===== src/common/ladder_dac_pkg.sv =====
// Package with register map, field positions and control encodings of the ladder converter.
`default_nettype none
package ladder_dac_pkg;
  // Register byte addresses on the AHB-Lite bus.
  localparam logic [7:0] CONTROL_OFFSET = 8'h00;
  localparam logic [7:0] LEVEL_OFFSET   = 8'h04;
  localparam logic [7:0] STATUS_OFFSET  = 8'h08;
  localparam int         ADDR_BITS      = 8;

  // Field positions in the control register.
  localparam int ENABLE_BIT     = 7;
  localparam int LOW_POWER_BIT  = 6;
  localparam int PIN_DRIVE_BIT  = 5;
  localparam int POS_SEL_HI     = 3;
  localparam int POS_SEL_LO     = 2;
  localparam int NEG_SEL_BIT    = 0;

  // Writable masks; unimplemented bits read as zero.
  localparam logic [7:0] CONTROL_MASK = 8'hED;
  localparam logic [7:0] LEVEL_MASK   = 8'h1F;

  // Values after reset.
  localparam logic [7:0] CONTROL_RESET = 8'h00;
  localparam logic [7:0] LEVEL_RESET   = 8'h00;

  // Level code properties.
  localparam int         LEVEL_BITS = 5;
  localparam logic [4:0] LEVEL_ALL_ONES = 5'h1F;
  localparam logic [4:0] LEVEL_ALL_ZERO = 5'h00;

  // Positive source encodings.
  typedef enum logic [1:0] {
    POS_SUPPLY   = 2'b00,
    POS_EXT_PIN  = 2'b01,
    POS_FIXED    = 2'b10,
    POS_RESERVED = 2'b11
  } pos_source_t;

  // Operating modes of the ladder as seen by the analog section.
  typedef enum logic [1:0] {
    MODE_OFF        = 2'b00,
    MODE_RATIO      = 2'b01,
    MODE_CLAMP_HIGH = 2'b10,
    MODE_CLAMP_LOW  = 2'b11
  } ladder_mode_t;

  // AHB transfer type and size codes used by the slave.
  localparam logic [1:0] HTRANS_NONSEQ = 2'b10;
  localparam logic [2:0] HSIZE_WORD    = 3'b010;
endpackage : ladder_dac_pkg
`default_nettype wire


===== src/hdl/ladder_ahb_slave.sv =====
// AHB-Lite slave front end that turns bus transfers into register write and read strobes.
`default_nettype none
module ladder_ahb_slave
  import ladder_dac_pkg::*;
(
  // Clock and reset.
  input  wire logic                 clock,
  input  wire logic                 resetn,
  // AHB-Lite slave side.
  input  wire logic                 hsel,
  input  wire logic [31:0]          haddr,
  input  wire logic [1:0]           htrans,
  input  wire logic                 hwrite,
  input  wire logic [2:0]           hsize,
  input  wire logic                 hready,
  // Register side.
  output logic                      writeStrobe,
  output logic                      readStrobe,
  output logic [ADDR_BITS-1:0]      regAddr
);

  typedef struct packed {
    logic                 wrPend;
    logic [ADDR_BITS-1:0] addr;
  } slave_state_t;

  slave_state_t state_reg;
  slave_state_t state_next;
  logic         takeAccess;

  // A transfer is accepted on a valid address phase; only whole words are honoured.
  assign takeAccess = hsel && hready && (htrans == HTRANS_NONSEQ) && (hsize == HSIZE_WORD);

  // Capture the address phase so the write lands in the data phase.
  always_comb begin
    state_next        = state_reg;
    state_next.wrPend = takeAccess && hwrite;
    if (takeAccess) begin
      state_next.addr = haddr[ADDR_BITS-1:0];
    end
  end

  // State register.
  always_ff @(posedge clock or negedge resetn) begin
    if (!resetn) begin
      state_reg <= '0;
    end else begin
      state_reg <= state_next;
    end
  end

  // Reads are decoded from the live address phase, writes from the held one.
  assign writeStrobe = state_reg.wrPend;
  assign readStrobe  = takeAccess && !hwrite;
  assign regAddr     = writeStrobe ? state_reg.addr : haddr[ADDR_BITS-1:0];

endmodule : ladder_ahb_slave
`default_nettype wire


===== src/hdl/ladder_pin_mux.sv =====
// Reference pin multiplexer that hands the pin to the analog ladder or the digital port.
`default_nettype none
module ladder_pin_mux (
  // Override control.
  input  wire logic analogOverride,
  // Digital port side.
  input  wire logic portOut,
  input  wire logic portOutEnable,
  output logic      portIn,
  // Pin side.
  input  wire logic pinIn,
  output logic      pinOut,
  output logic      pinOutEnable,
  output logic      pinInputEnable
);

  // The analog route removes the output driver and the input detector; reads give zero.
  always_comb begin
    pinOut         = analogOverride ? 1'b0 : portOut;
    pinOutEnable   = analogOverride ? 1'b0 : portOutEnable;
    pinInputEnable = !analogOverride;
    portIn         = analogOverride ? 1'b0 : pinIn;
  end

endmodule : ladder_pin_mux
`default_nettype wire


===== src/hdl/ladder_dac_control.sv =====
// Control logic of the 32-level ladder reference with its AHB-Lite register file.
//
// Behaviour
// Enable bit 7 of control register turns the converter on; clear keeps off.
// Thirty-two levels chosen by a five-bit level code in level register.
// Enabled output is low source plus difference times code over 32.
// Disabled, low-power set, code all ones: output clamps to high source.
// Disabled, low-power clear, code all zeros: output clamps to low source.
// Low-power set opens the low source; clear opens the high source.
// Pin drive bit routes the voltage to the pin, overriding digital buffers.
// A digital read of the pin returns zero while carrying the voltage.
// Positive select: 00 supply, 01 external pin, 10 fixed reference, 11 reserved.
// Negative select one picks external low reference, zero picks ground.
// Waking from sleep leaves the control register untouched.
// Any reset disables, removes pin voltage and clears the level code.
// Unimplemented bits of both registers read as zero.
// Software should disable the reference before sleep to save current.
// Writes act on the next clock edge and drive registered analog controls.
//
// The placing of the registers and the AHB-Lite slave port were left to the implementer.
`default_nettype none
module ladder_dac_control
  import ladder_dac_pkg::*;
(
  // Clock and reset.
  input  wire logic        clock,
  input  wire logic        resetn,
  // AHB-Lite slave.
  input  wire logic        hsel,
  input  wire logic [31:0] haddr,
  input  wire logic [1:0]  htrans,
  input  wire logic        hwrite,
  input  wire logic [2:0]  hsize,
  input  wire logic [31:0] hwdata,
  input  wire logic        hready,
  output logic             hreadyout,
  output logic             hresp,
  output logic [31:0]      hrdata,
  // Power state.
  input  wire logic        sleeping,
  // Analog ladder controls.
  output logic             ladderEnable,
  output logic [4:0]       levelCode,
  output logic             highSourceConnect,
  output logic             lowSourceConnect,
  output logic [1:0]       positiveSourceSelect,
  output logic             negativeSourceSelect,
  output logic [1:0]       ladderMode,
  output logic             pinAnalogRoute,
  // Reference pin and its digital port.
  input  wire logic        portOut,
  input  wire logic        portOutEnable,
  output logic             portIn,
  input  wire logic        refPinIn,
  output logic             refPinOut,
  output logic             refPinOutEnable,
  output logic             refPinInputEnable
);

  typedef struct packed {
    logic [7:0]   control;
    logic [7:0]   level;
    logic         enable;
    logic [4:0]   code;
    logic         highConn;
    logic         lowConn;
    logic [1:0]   posSel;
    logic         negSel;
    ladder_mode_t mode;
    logic         pinRoute;
    logic [31:0]  rdata;
  } ctrl_state_t;

  ctrl_state_t          state_reg;
  ctrl_state_t          state_next;
  logic                 writeStrobe;
  logic                 readStrobe;
  logic [ADDR_BITS-1:0] regAddr;
  logic [7:0]           statusWord;

  // Bus front end.
  ladder_ahb_slave busSlave (
    .clock       (clock),
    .resetn      (resetn),
    .hsel        (hsel),
    .haddr       (haddr),
    .htrans      (htrans),
    .hwrite      (hwrite),
    .hsize       (hsize),
    .hready      (hready),
    .writeStrobe (writeStrobe),
    .readStrobe  (readStrobe),
    .regAddr     (regAddr)
  );

  // Status view of the sleep input and of the ladder state as driven to the analog section.
  assign statusWord = {state_reg.enable, state_reg.pinRoute, state_reg.mode,
                       state_reg.highConn, state_reg.lowConn, 1'b0, sleeping};

  // Register writes, read data capture and derived analog controls.
  always_comb begin
    state_next = state_reg;
    // Writes take effect at the next edge; sleep has no path into the control or level registers.
    if (writeStrobe) begin
      case (regAddr)
        CONTROL_OFFSET: state_next.control = hwdata[7:0] & CONTROL_MASK;
        LEVEL_OFFSET:   state_next.level   = hwdata[7:0] & LEVEL_MASK;
        default:        state_next.control = state_next.control;
      endcase
    end
    // Read data are latched in the address phase and shown in the data phase; the read
    // decodes the live address, since regAddr points at a write still in its data phase.
    if (readStrobe) begin
      case (haddr[ADDR_BITS-1:0])
        CONTROL_OFFSET: state_next.rdata = {24'h000000, state_reg.control};
        LEVEL_OFFSET:   state_next.rdata = {24'h000000, state_reg.level};
        STATUS_OFFSET:  state_next.rdata = {24'h000000, statusWord};
        default:        state_next.rdata = 32'h00000000;
      endcase
    end
    // Registered analog controls follow the register contents on the same edge.
    state_next.enable   = state_next.control[ENABLE_BIT];
    state_next.code     = state_next.level[LEVEL_BITS-1:0];
    state_next.posSel   = state_next.control[POS_SEL_HI:POS_SEL_LO];
    state_next.negSel   = state_next.control[NEG_SEL_BIT];
    state_next.pinRoute = state_next.control[PIN_DRIVE_BIT];
    // Reserved positive code leaves the high end open.
    if (state_next.enable) begin
      state_next.highConn = (state_next.posSel != POS_RESERVED);
      state_next.lowConn  = 1'b1;
      state_next.mode     = MODE_RATIO;
    end else begin
      state_next.highConn = state_next.control[LOW_POWER_BIT]
                            && (state_next.posSel != POS_RESERVED);
      state_next.lowConn  = !state_next.control[LOW_POWER_BIT];
      if (state_next.control[LOW_POWER_BIT] && state_next.code == LEVEL_ALL_ONES) begin
        state_next.mode = MODE_CLAMP_HIGH;
      end else if (!state_next.control[LOW_POWER_BIT]
                   && state_next.code == LEVEL_ALL_ZERO) begin
        state_next.mode = MODE_CLAMP_LOW;
      end else begin
        state_next.mode = MODE_OFF;
      end
    end
  end

  // State register; reset clears enable, pin route and level code.
  always_ff @(posedge clock or negedge resetn) begin
    if (!resetn) begin
      state_reg         <= '0;
      state_reg.control <= CONTROL_RESET;
      state_reg.level   <= LEVEL_RESET;
      state_reg.mode    <= MODE_CLAMP_LOW;
      state_reg.lowConn <= 1'b1;
    end else begin
      state_reg <= state_next;
    end
  end

  // Pin multiplexer for the reference pin.
  ladder_pin_mux pinMux (
    .analogOverride (state_reg.pinRoute),
    .portOut        (portOut),
    .portOutEnable  (portOutEnable),
    .portIn         (portIn),
    .pinIn          (refPinIn),
    .pinOut         (refPinOut),
    .pinOutEnable   (refPinOutEnable),
    .pinInputEnable (refPinInputEnable)
  );

  // Bus answers: zero wait states and always OKAY.
  assign hreadyout = 1'b1;
  assign hresp     = 1'b0;
  assign hrdata    = state_reg.rdata;

  // Analog section outputs, all registered.
  assign ladderEnable         = state_reg.enable;
  assign levelCode            = state_reg.code;
  assign highSourceConnect    = state_reg.highConn;
  assign lowSourceConnect     = state_reg.lowConn;
  assign positiveSourceSelect = state_reg.posSel;
  assign negativeSourceSelect = state_reg.negSel;
  assign ladderMode           = state_reg.mode;
  assign pinAnalogRoute       = state_reg.pinRoute;

endmodule : ladder_dac_control
`default_nettype wire


===== config.mk =====
export PLATFORM = sky130hd
export DESIGN_NAME = ladder_dac_control
export DESIGN_NICKNAME = d
export VERILOG_FILES = /design/src/common/ladder_dac_pkg.sv /design/src/hdl/ladder_ahb_slave.sv /design/src/hdl/ladder_pin_mux.sv /design/src/hdl/ladder_dac_control.sv
export SDC_FILE = /design/constraint.sdc
export NUM_CORES = 1
export LEC_CHECK = 0
export BUFFER_PORTS_ARGS = -buffer_cell sky130_fd_sc_hd__buf_2
export CAP_MARGIN = 5
export CORE_ASPECT_RATIO = 0.5
export CORE_UTILIZATION = 46
export CTS_BUF_LIST = sky130_fd_sc_hd__clkbuf_4
export DETAILED_ROUTE_END_ITERATION = 8
export PLACE_DENSITY = 0.95
export SLEW_MARGIN = 30
export SYNTH_ARGS = -nofsm -noshare
export SYNTH_HDL_FRONTEND = slang
export SYNTH_SLANG_ARGS = --single-unit

===== constraint.sdc =====
create_clock -name clock -period 3.94 [get_ports clock]
set_input_delay 0.591 -clock clock [delete_from_list [all_inputs] [get_ports clock]]
set_output_delay 0.591 -clock clock [all_outputs]
set_load 0.02 [all_outputs]

# Yosys cells after proc, flatten, opt, wreduce, memory -nomap -nowiden
# Cells that the tools add are included.
[totals]
input_bits = 78
wordCells = 45
output_inout_bits = 52
register_bits = 61
[op_classes]
muxes = 12
n_eq_ne = 7
reduce_logical = 14
[op_table]
columns = ["op", "n"]
rows = [
  ["one-hot mux 8 bit (3 select lines)", 1],
  ["== test 8 x 3 -> 1 bit, second input constant", 2],
  ["logical NOT 8 bit", 2],
  ["2-to-1 mux 16 bit", 1],
  ["2-to-1 mux 8 bit", 2],
  ["== test 8 x 4 -> 1 bit, second input constant", 1],
  ["logical AND 1 bit", 8],
  ["2-to-1 mux 2 bit", 4],
  ["== test 5 bit, second input constant", 1],
  ["logical NOT 5 bit", 1],
  ["2-to-1 mux 5 bit", 1],
  ["== test 3 x 2 -> 1 bit, second input constant", 1],
  ["logical NOT 1 bit", 3],
  ["2-to-1 mux 1 bit", 3],
  ["== test 2 bit, second input constant", 1],
  ["!= test 2 bit, second input constant", 1],
]

# Depth between registers and ports, before layout
# Gate-level depths: netlist (run 1).
[logic_depth]
ltp_word = 9
ltp_mapped = 7

# By module
# A second synthesis (run 1) with hierarchy kept.
[unflattened]
hier_cells = 190
hier_area_um2 = 1976.9
[modules_own_cells]
columns = ["mod", "cells_per_inst", "n_inst", "area_per_inst_um2"]
rows = [
  ["ladder_dac_control", 155, 1, 1497.7],
  ["ladder_ahb_slave", 31, 1, 456.7],
  ["ladder_pin_mux", 4, 1, 22.5],
]

# Worst setup path after synthesis (run 1)
# OpenSTA, ideal clock, no wires.
[synth_path]
kind = "input to register"
startpoint = "input hsize[2]"
endpoint = "register state_reg (netlist bit hrdata[5])"
t_arrival_ns = 1.756
path_slack_ns = 2.109
t_required_ns = 3.866
stages = 5
path_cell_list = "and4bb_1 > nand4b_4 > nand2b_4 > or3_4 > o21ai_2"
[synth_between]
elab_chain_len = 3
[synth_rtl]
columns = ["element", "line_no", "rtl"]
rows = [
  ["from (decl)", "ladder_dac_control.sv:33", "input wire logic [2:0] hsize,"],
  ["== test 3 x 2 -> 1 bit", "ladder_ahb_slave.sv:32", "assign takeAccess = hsel && hready && (htrans == HTRANS_NONSEQ) && (hsize == HSIZE_WORD);"],
  ["logical AND 1 bit", "ladder_ahb_slave.sv:32", ""],
  ["logical AND 1 bit", "ladder_ahb_slave.sv:54", "assign readStrobe = takeAccess && !hwrite;"],
  ["to (signal assigned)", "ladder_dac_control.sv:156", "state_reg <= state_next;"],
  ["to (decl)", "ladder_dac_control.sv:74", "ctrl_state_t state_reg;"],
]
# Every way passes these cells.
# A chain may end at the register's enable or synchronous reset.

==> results.md, run 1 <==
- Gate Count Post-Synth: 173
- Worst reg2reg path depth: 5
- Commonest cells after routing, fill and taps aside: buf_2 (55), dfrtp_1 (29), conb_1 (26), mux2_2 (16), nand2_1 (15)
- Port Buffers: 55
- Ys Warns: 0
- Crit path max fanout: 8
- Ant diodes: 0
- Initial Utilization: 0.505
- Clock sinks: 32
- DR DRC count: 0
- TritonCTS clock tree: done
- Num rows: 15
- Final Hold Slack: 0.300 ns
- Layout Nets: 290
- Peak Freq: 476 MHz
- Clock Skew: 0.00900 ns
- Die Y: 46.6 um
- Sum Neg Setup Slack: 0 ns
- Worst setup path startpoint: busSlave.state_reg[0]$_DFFE_PN0P_
- Antenna viol nets, final: 0
- Endpoints failing setup: 0
- CTS Hold Buffers Added: 0
- Tot GR Track Use: 0.199
- Post-CTS Setup Bufs: 0
- Minimum clock period: 2.10 ns
- Root Buffer: clkbuf_4
- Status: complete, no violations
- Netlist cell types: 33
- Final Cycle Share: 0.534
- Leakage power total: 1.07 nW
- Sequential area share after synthesis: 0.440
- Cell Pwr Density: 347 nW/um2
- Worst-skew pair later-pin latency: 0.33 ns
- Fin. Hold Viols: 0
- Yosys reg bits: 32
- Crit-path slowest cell: and3b_1
- First-pass GRT wire length: 6220 um
- Reg2reg end: ladderMode[1]$_DFF_PN1_
- IO Count: 130
- Final Wtd Congestion: 0.799
- CTS buffer count: 5
- Max Cap Viol: 0
- DRT iter0 DRCs: 58
- H-tree Lvls: 2
- Reg2Reg Setup Slack: 1.84 ns
- Crit start category: flip-flop
- CP endpoint kind: flip-flop
- Drt pass-1 iters: 4
- Hpwl dp: 2850 um
- CP Capture Point: ladderMode[1]$_DFF_PN1_
- Dpl ws: 1.83 ns
- Slowest cell delay on critical path: 0.47 ns
- Most common cell after layout, fill and taps aside: buf_2
- Initial antenna violation count: 0
- Die X: 91.2 um
- Req. time, crit path: 4.20 ns
- Vias per cell: 4.88
- Pin count of the biggest net entering global routing: 33
- Total vias in the final route: 1289
- Max clock buf depth: 2
- WP data arrival: 2.36 ns
- RR Startpoint: busSlave.state_reg[0]$_DFFE_PN0P_
- Area growth syn-to-layout: 7.87%
- Slew @ Worst Pin: 0.713 ns
- Post-DR wirelength/cell: 14.3 um
- Die area: 4250 um2
- Post-Syn Area: 1830 um2
- GRT Residual Overflow: 0
- Syn Area/Cell: 10.6 um2
- Worst min path class: in2async
- Max Slew Vio Count: 0
- Number of global-route vias before repair: 1287
- Maximum vdd drop: 0.128 mV
- RSZ-0062 raised after global routing: false
- Resized cells post-CTS: 0
- Clock transition at path regs: 0.09 ns
- Setup CP Type: reg2reg
- Critical path cell sequence: nor4b_2 > and3b_1 > mux2i_1 > o21ai_0 > a21oi_1
- Relative slew slack: 0.524
- WL final: 3760 um
- Core area: 3620 um2
- Setup slack after layout: 1.84 ns
- Share of cells above drive strength 1: 0.427
## worst max-delay path, delay by kind of cell, from the launching register on
family | cells | cell delay, ns
flops | 1 | 0.40
simple gates | 2 | 0.93
compound gates | 2 | 0.33
mux | 1 | 0.37
## cell type report
cell class | count | area [um2]
multi-input combinational | 113 | 754
tap | 51 | 63.8
clock inverter | 1 | 3.75
inverter | 5 | 18.8
sequential | 32 | 805
fill | 307 | 1650
clock buffer | 7 | 52.6
timing repair buffer | 55 | 275
## power breakdown
part | switching, W | internal (W)
Clock | 0.000106 | 0.0000823
Sequential | 0.0000194 | 0.000351
Combinational | 0.0000824 | 0.0000443
## per-layer routing
metal,routed length [um],vias up,global-route usage
met5,0,-,0
met4,89,0,0.111
met3,178,10,0.0512
met2,1900,53,0.364
met1,1600,625,0.226
li1,-,601,-
## synth_stat cells (all sizes together)
| master | count | area, um2 |
|---|---|---|
| a21oi | 7 | 38.8 |
| a22oi | 1 | 7.51 |
| and3 | 2 | 12.5 |
| and3b | 1 | 8.76 |
| and4bb | 1 | 12.5 |
| buf | 44 | 330 |
| clkbuf | 3 | 11.3 |
| conb | 2 | 7.51 |
| dfrtp | 29 | 726 |
| dfstp | 3 | 78.8 |
| inv | 5 | 18.8 |
| mux2 | 16 | 180 |
| mux2i | 7 | 70.1 |
| nand2 | 15 | 56.3 |
| nand2b | 1 | 13.8 |
| nand3 | 2 | 15.0 |
| nand3b | 1 | 7.51 |
| nand4 | 2 | 12.5 |
| nand4b | 1 | 23.8 |
| nor2 | 8 | 30.0 |
| nor2b | 4 | 25.0 |
| nor3 | 2 | 10.0 |
| nor4 | 2 | 18.8 |
| nor4b | 1 | 15.0 |
| o21ai | 6 | 41.3 |
| o31ai | 4 | 30.0 |
| o41ai | 1 | 8.76 |
| or3 | 1 | 11.3 |
| or4 | 1 | 7.51 |
## stage by stage
stage,std cells,utilization,cell area (um2),total power [W]
after floorplan,197,-,1920,0.000479
after global placement,256,0.529,1920,0.000493
after detailed placement,256,0.529,1920,0.000501
after CTS,264,0.545,1970,0.000688
after global routing,264,0.545,1970,0.000711
final,264,0.545,1970,0.000685
## worst min path at each step
| stage | start | slack [ns] | endpoint | cells past startpoint |
|---|---|---|---|---|
| 6_report | resetn | 0.30 | busSlave.state_reg[0]$_DFFE_PN0P_ | 1 |
| 5_1_grt | resetn | 0.35 | busSlave.state_reg[0]$_DFFE_PN0P_ | 1 |
| 4_1_cts | resetn | 0.32 | hrdata[2]$_DFFE_PN0P_ | 1 |
| 3_5_place_dp | hrdata[7]$_DFFE_PN0P_ | 0.47 | hrdata[7]$_DFFE_PN0P_ | 2 |
| 3_3_place_gp | hrdata[0]$_DFFE_PN0P_ | 0.46 | hrdata[0]$_DFFE_PN0P_ | 2 |
| 2_1_floorplan | resetn | 0.30 | busSlave.state_reg[0]$_DFFE_PN0P_ | 0 |
## kinds of logic after synthesis
group                  synth area share
buffers and inverters             0.197
and+or+nand+nor                   0.153
DFF                               0.440
muxes                             0.137
AOI/OAI and AO/OA                0.0691
other                           0.00411
(Power assumes the default switching activity.)
==> run 2: changes to the inputs <==
CORE_UTILIZATION = 38   (was 46)
PLACE_DENSITY = 0.86   (was 0.95)
clock period = 1.9 ns   (was 3.94 ns; I/O delays follow)
==> run 2 against run 1 <==
Effect of this change: total power grew 110%; cell area grew 3.5%; largest power group unchanged; die area grew 20%; setup slack lost 1.8 ns; clock power grew 110%; clock-buffer cell count is the same; non-clock buffer count grew 6; global-route usage shrank 4.9 points; sequential power grew 110%; utilization shrank 9.2 points.
==> results.md, run 2 (synthesized netlist as in run 1, its figures left out) <==
- RSZ-0062 raised after global routing: false
- Cell Pwr Density: 701 nW/um2 (+100%)
- Clock Skew: 0.0180 ns (+0.00897 ns)
- DR DRC count: 0 (unchanged)
- Relative slew slack: 0.539 (+0.0147)
- Endpoints failing setup: 0 (unchanged)
- Minimum clock period: 1.84 ns (-0.264 ns)
- Die area: 5110 um2 (+20%)
- Ant diodes: 0 (unchanged)
- IO Count: 130 (unchanged)
- Core area: 4510 um2 (+24%)
- Initial Utilization: 0.406 (-0.0993)
- Slew @ Worst Pin: 0.691 ns (-0.0220 ns)
- Clock sinks: 32 (unchanged)
- Post-CTS Setup Bufs: 0 (unchanged)
- Setup slack after layout: 0.0615 ns (-1.78 ns)
- Clock transition at path regs: 0.10 ns (about the same)
- Dpl ws: 0.0914 ns (-1.74 ns)
- WP data arrival: 2.10 ns (-0.26 ns)
- Layout Nets: 296 (+2.1%)
- DRT iter0 DRCs: 70 (+21%)
- Port Buffers: 55 (unchanged)
- Final Cycle Share: 0.968 (+0.434)
- Hpwl dp: 2820 um (-0.97%)
- TritonCTS clock tree: done
- First-pass GRT wire length: 5870 um (-5.6%)
- Crit-path slowest cell: dfrtp_1
- Worst-skew pair later-pin latency: 0.34 ns (about the same)
- WL final: 3520 um (-6.6%)
- Drt pass-1 iters: 4 (unchanged)
- Leakage power total: 1.10 nW (+2.8%)
- Commonest cells after routing, fill and taps aside: buf_2 (55), dfrtp_1 (29), conb_1 (26), mux2_2 (16), nand2_1 (15)
- Sum Neg Setup Slack: 0 ns (unchanged)
- Tot GR Track Use: 0.151 (-0.0486)
- Final Wtd Congestion: 0.803 (+0.45%)
- Req. time, crit path: 2.16 ns (-2.04 ns)
- Finished Layout Cells: 285 (+8.0%)
- Antenna viol nets, final: 0 (unchanged)
- Vias per cell: 4.54 (-7.1%)
- Status: complete, no violations
- Die Y: 51.1 um (+9.6%)
- Crit path max fanout: 8 (unchanged)
- CTS buffer count: 5 (unchanged)
- Max Cap Viol: 0 (unchanged)
- Slowest cell delay on critical path: 0.41 ns (-0.06 ns)
- Initial antenna violation count: 0 (unchanged)
- Setup CP Type: reg2reg
- GRT Residual Overflow: 0 (unchanged)
- Peak Freq: 544 MHz (+14%)
- H-tree Lvls: 2 (unchanged)
- CP endpoint kind: flip-flop
- Critical path cell sequence: nor4b_2 > buf_4 > nand3_2 > nor3_1 > o21ai_0 > a21oi_1
- Share of cells above drive strength 1: 0.447 (+0.0203)
- Total vias in the final route: 1293 (+0.31%)
- Maximum vdd drop: 0.223 mV (+74%)
- Max Slew Vio Count: 0 (unchanged)
- Crit start category: flip-flop
- Most common cell after layout, fill and taps aside: buf_2
- Pin count of the biggest net entering global routing: 33 (unchanged)
- Max clock buf depth: 2 (unchanged)
- Die X: 100 um (+9.8%)
- Post-DR wirelength/cell: 12.3 um (-13%)
- Num rows: 17 (+2)
- Placed cells: 276 (+7.8%)
- Fin. Hold Viols: 0 (unchanged)
- Area growth syn-to-layout: 11.6%
- Root Buffer: clkbuf_4
- Number of global-route vias before repair: 1285 (-0.16%)
- Worst min path class: in2reg
[run 2: final timing paths]
check                                                  start                         to  slack (ns)  cells after the start
setup / recovery           busSlave.state_reg[0]$_DFFE_PN0P_    ladderMode[1]$_DFF_PN1_        0.06                      6
hold / removal                                     hwdata[5]  state_reg[59]$_DFFE_PN0P_        0.16                      3
setup reg to reg           busSlave.state_reg[0]$_DFFE_PN0P_    ladderMode[1]$_DFF_PN1_        0.06                      6
hold reg to reg                        hrdata[5]$_DFFE_PN0P_      hrdata[5]$_DFFE_PN0P_        0.49                      2
max in group asynchronous                             resetn    state_reg[61]$_DFF_PN0_        0.90                      2
min in group asynchronous                             resetn      hrdata[2]$_DFFE_PN0P_        0.54                      2
[run 2: what timing repair did]
item | CTS | global route
hold endpoints to repair | 9 | 0
resized for setup | 0 | 1
endpoints found under the setup margin | 0 | 2
hold buffers | 1 | 0
[run 2: power by group]
group,internal [W],switching (W),leakage (nW)
clock network,0.000173,0.000220,0.0361
logic,0.000103,0.000168,0.650
registers,0.000728,0.0000396,0.413
[run 2: layout make-up]
type                       count  area (um2)
multi-input combinational    113         756
timing repair buffer          61         323
fill                         407        2470
tap                           66        82.6
inverter                       5        18.8
sequential                    32         805
clock inverter                 1        5.00
clock buffer                   7        52.6
[run 2: layer usage]
metal	wire (um)	track usage
met1	1400	0.169
met2	1870	0.275
met3	220	0.0424
met4	23	0.0604
met5	0	0
[run 2: stage by stage]
stage,hold WS (ns),total power [W],area (um2),utilization
6_report,0.157,0.00143,2040,0.453
5_1_grt,0.159,0.00150,2040,0.453
4_1_cts,0.154,0.00144,2040,0.453
3_5_place_dp,0.363,0.00105,1970,0.438
3_3_place_gp,0.345,0.00104,1970,0.438
2_1_floorplan,-0.0106,0.000992,1920,-
[run 2: critical path: cells and delay by family (launching register included)]
family	cells	cell delay, ns
simple gates	3	0.85
flops	1	0.41
compound gates	2	0.32
buf+inv	1	0.19
==> run 3: changes to the inputs <==
CORE_ASPECT_RATIO = 0.75   (was 0.5)
==> run 3 against run 2 <==
Effect of this change: die area fell by 0.27%; final cell count fell by 3.2%; first-iteration DRC count rose by 19%; flip-flop and latch count did not move; register-to-register slack improved by 0.06 ns; clock power rose by 33%; clock skew fell by 0.0071 ns; fmax rose by 3.2%; clock-buffer cell count fell by 1; global-route usage fell by 0.35 points; critical endpoint unchanged; total power rose by 8.7%.
==> results.md, run 3 (synthesized netlist as in run 1, its figures left out) <==
- Share of cells above drive strength 1: 0.447 (unchanged)
- IO Count: 130 (unchanged)
- Num rows: 21 (+4)
- Max Cap Viol: 0 (unchanged)
- Clock Skew: 0.0109 ns (-0.00705 ns)
- Clock power frac: 0.335 (+0.061)
- Ant diodes: 0 (unchanged)
- Minimum clock period: 1.78 ns (-0.0578 ns)
- Slew @ Worst Pin: 0.700 ns (+0.00868 ns)
- Area of the multi-input gates: 756 um2 (unchanged)
- Area growth syn-to-layout: 12.2%
- Worst min path class: in2reg
- Fin. Hold Viols: 0 (unchanged)
- FILL cells: 443 (+8.8%)
- Cell Pwr Density: 758 nW/um2 (+8.2%)
- DRT iter0 DRCs: 83 (+19%)
- Slowest cell delay on critical path: 0.40 ns (about the same)
- Pin count of the biggest net entering global routing: 33 (unchanged)
- Crit-path slowest cell: dfrtp_1
- WL final: 3450 um (-1.8%)
- Layout Nets: 296 (unchanged)
- RSZ-0062 raised after global routing: false
- Total vias in the final route: 1243 (-3.9%)
- Core area: 4550 um2 (+0.80%)
- Endpoints failing setup: 0 (unchanged)
- Share of total power in combinational logic: 0.173 (-0.016)
- Commonest cells after routing, fill and taps aside: buf_2 (55), dfrtp_1 (29), conb_1 (26), mux2_2 (16), nand2_1 (15)
- Initial antenna violation count: 0 (unchanged)
- Sw Pwr: 0.000435 W (+1.8%)
- Final Wtd Congestion: 0.778 (-3.1%)
- Placed cell areas: 1960 um2 (-0.57%)
- CTS buffer count: 5 (unchanged)
- Critical path cell sequence: nor4b_2 > buf_4 > nand3_2 > nor3_1 > o21ai_0 > a21oi_1
- Met2 Resource Use GR: 0.230 (-0.0449)
- TritonCTS clock tree: done
- Register area: 805 um2 (unchanged)
- H-tree Lvls: 2 (unchanged)
- Max clock buf depth: 2 (unchanged)
- Sequential Power Share: 0.492 (-0.044)
- Initial Utilization: 0.402 (-0.00324)
- Die area: 5100 um2 (-0.27%)
- Worst-skew pair later-pin latency: 0.34 ns (about the same)
- Root Buffer: clkbuf_4
- Vias per cell: 4.50 (-0.73%)
- Port Buffers: 55 (unchanged)
- Drt pass-1 iters: 4 (unchanged)
- Max Slew Vio Count: 0 (unchanged)
- Req. time, crit path: 2.16 ns (about the same)
- Clock transition at path regs: 0.10 ns (about the same)
- Leakage power total: 1.11 nW (+0.87%)
- Post-CTS Setup Bufs: 0 (unchanged)
- CP endpoint kind: flip-flop
- Final std cell area, no fill: 2050 um2 (+0.55%)
- Final Cycle Share: 0.937 (-0.0304)
- P_int: 0.00112 W (+12%)
- Maximum vdd drop: 0.384 mV (+72%)
- Post-DR wirelength/cell: 12.5 um (+1.4%)
- Sum Neg Setup Slack: 0 ns (unchanged)
- Status: complete, no violations
- Die Y: 62.1 um (+22%)
- Grt peak-use layer: met2
- WP data arrival: 2.05 ns (-0.05 ns)
- Crit start category: flip-flop
- Antenna viol nets, final: 0 (unchanged)
- Relative slew slack: 0.533 (-0.00579)
- Crit path max fanout: 8 (unchanged)
- Die X: 82.1 um (-18%)
- Sw Share: 0.280 (-0.0190)
- Peak Freq: 562 MHz (+3.2%)
- DR DRC count: 0 (unchanged)
- First-pass GRT wire length: 5350 um (-8.9%)
- GRT Residual Overflow: 0 (unchanged)
- Hpwl dp: 2680 um (-5.2%)
- Number of global-route vias before repair: 1107 (-14%)
- Most common cell after layout, fill and taps aside: buf_2
- Setup CP Type: reg2reg
- Crit path buf inv count: 1 (unchanged)
- GR Layer Usage met3: 0.0584 (+0.0160)
- Crit path max-delay family: simple AND/OR/NAND/NOR gates
- Clock sinks: 32 (unchanged)
- Final core occ: 0.452 (-0.00114)
- Tot GR Track Use: 0.147 (-0.00351)
- GR Util met1: 0.190 (+0.0204)
[run 3: cell count changes in the layout (fill, tap and decap cells not counted), sizes merged]
cell / delta
clkbuf: -1
bufinv: +1
[run 3: per-layer routing]
metal | vias to the layer above | routed length [um]
met4 | 0 | 44
met1 | 586 | 1510
li1 | 612 | -
met2 | 39 | 1630
met5 | - | 0
met3 | 6 | 274
[run 3: cell type report]
class	instances	share of cell area
clock buffers	6	0.0219
clock inverters	2	0.0171
inverters	5	0.00914
multi-input cells	113	0.368
flip-flops and latches	32	0.392
well taps	57	0.0347
repair buffers	61	0.157
[run 3: worst paths after layout]
| check | from | end | slack [ns] | depth (start not counted) |
|---|---|---|---|---|
| max reg2reg | busSlave.state_reg[0]$_DFFE_PN0P_ | ladderMode[1]$_DFF_PN1_ | 0.12 | 6 |
| min in group asynchronous | resetn | hrdata[5]$_DFFE_PN0P_ | 0.52 | 2 |
| max in group asynchronous | resetn | levelCode[3]$_DFF_PN0_ | 0.92 | 2 |
| min reg2reg | hrdata[3]$_DFFE_PN0P_ | hrdata[3]$_DFFE_PN0P_ | 0.48 | 2 |
| min | hwdata[5] | state_reg[59]$_DFFE_PN0P_ | 0.14 | 3 |
| max | busSlave.state_reg[0]$_DFFE_PN0P_ | ladderMode[1]$_DFF_PN1_ | 0.12 | 6 |
[run 3: metrics by stage]
stage	setup WS, ns	hold slack [ns]	total power, W	cells
2_1_floorplan	0.275	-0.0106	0.000992	197
3_3_place_gp	0.136	0.357	0.00104	267
4_1_cts	0.0333	0.133	0.00157	276
3_5_place_dp	0.0945	0.370	0.00105	267
6_report	0.119	0.138	0.00156	276
5_1_grt	0.00795	0.137	0.00164	276
[run 3: timing repair]
action / 4_1_cts / 5_1_grt
resized for setup: 0 / 1
hold endpoints to repair: 14 / 0
hold buffers: 1 / 0
setup endpoints to repair: 0 / 1
[run 3: worst min-delay path, delay by kind of cell]
| family | cells | cell delay, ns |
|---|---|---|
| AND/OR/NAND/NOR | 1 | 0.03 |
| buffers and inverters | 1 | 0.07 |
| AO/OA/AOI/OAI | 1 | 0.05 |
[run 3: power by group through the flow]
stage | Clock [W] | Sequential (W) | Combinational [W]
floorplan | 0 | 0.000782 | 0.000210
global placement | 0 | 0.000777 | 0.000262
detailed placement | 0 | 0.000779 | 0.000269
CTS | 0.000537 | 0.000765 | 0.000271
global route | 0.000566 | 0.000772 | 0.000298
finish | 0.000522 | 0.000765 | 0.000269
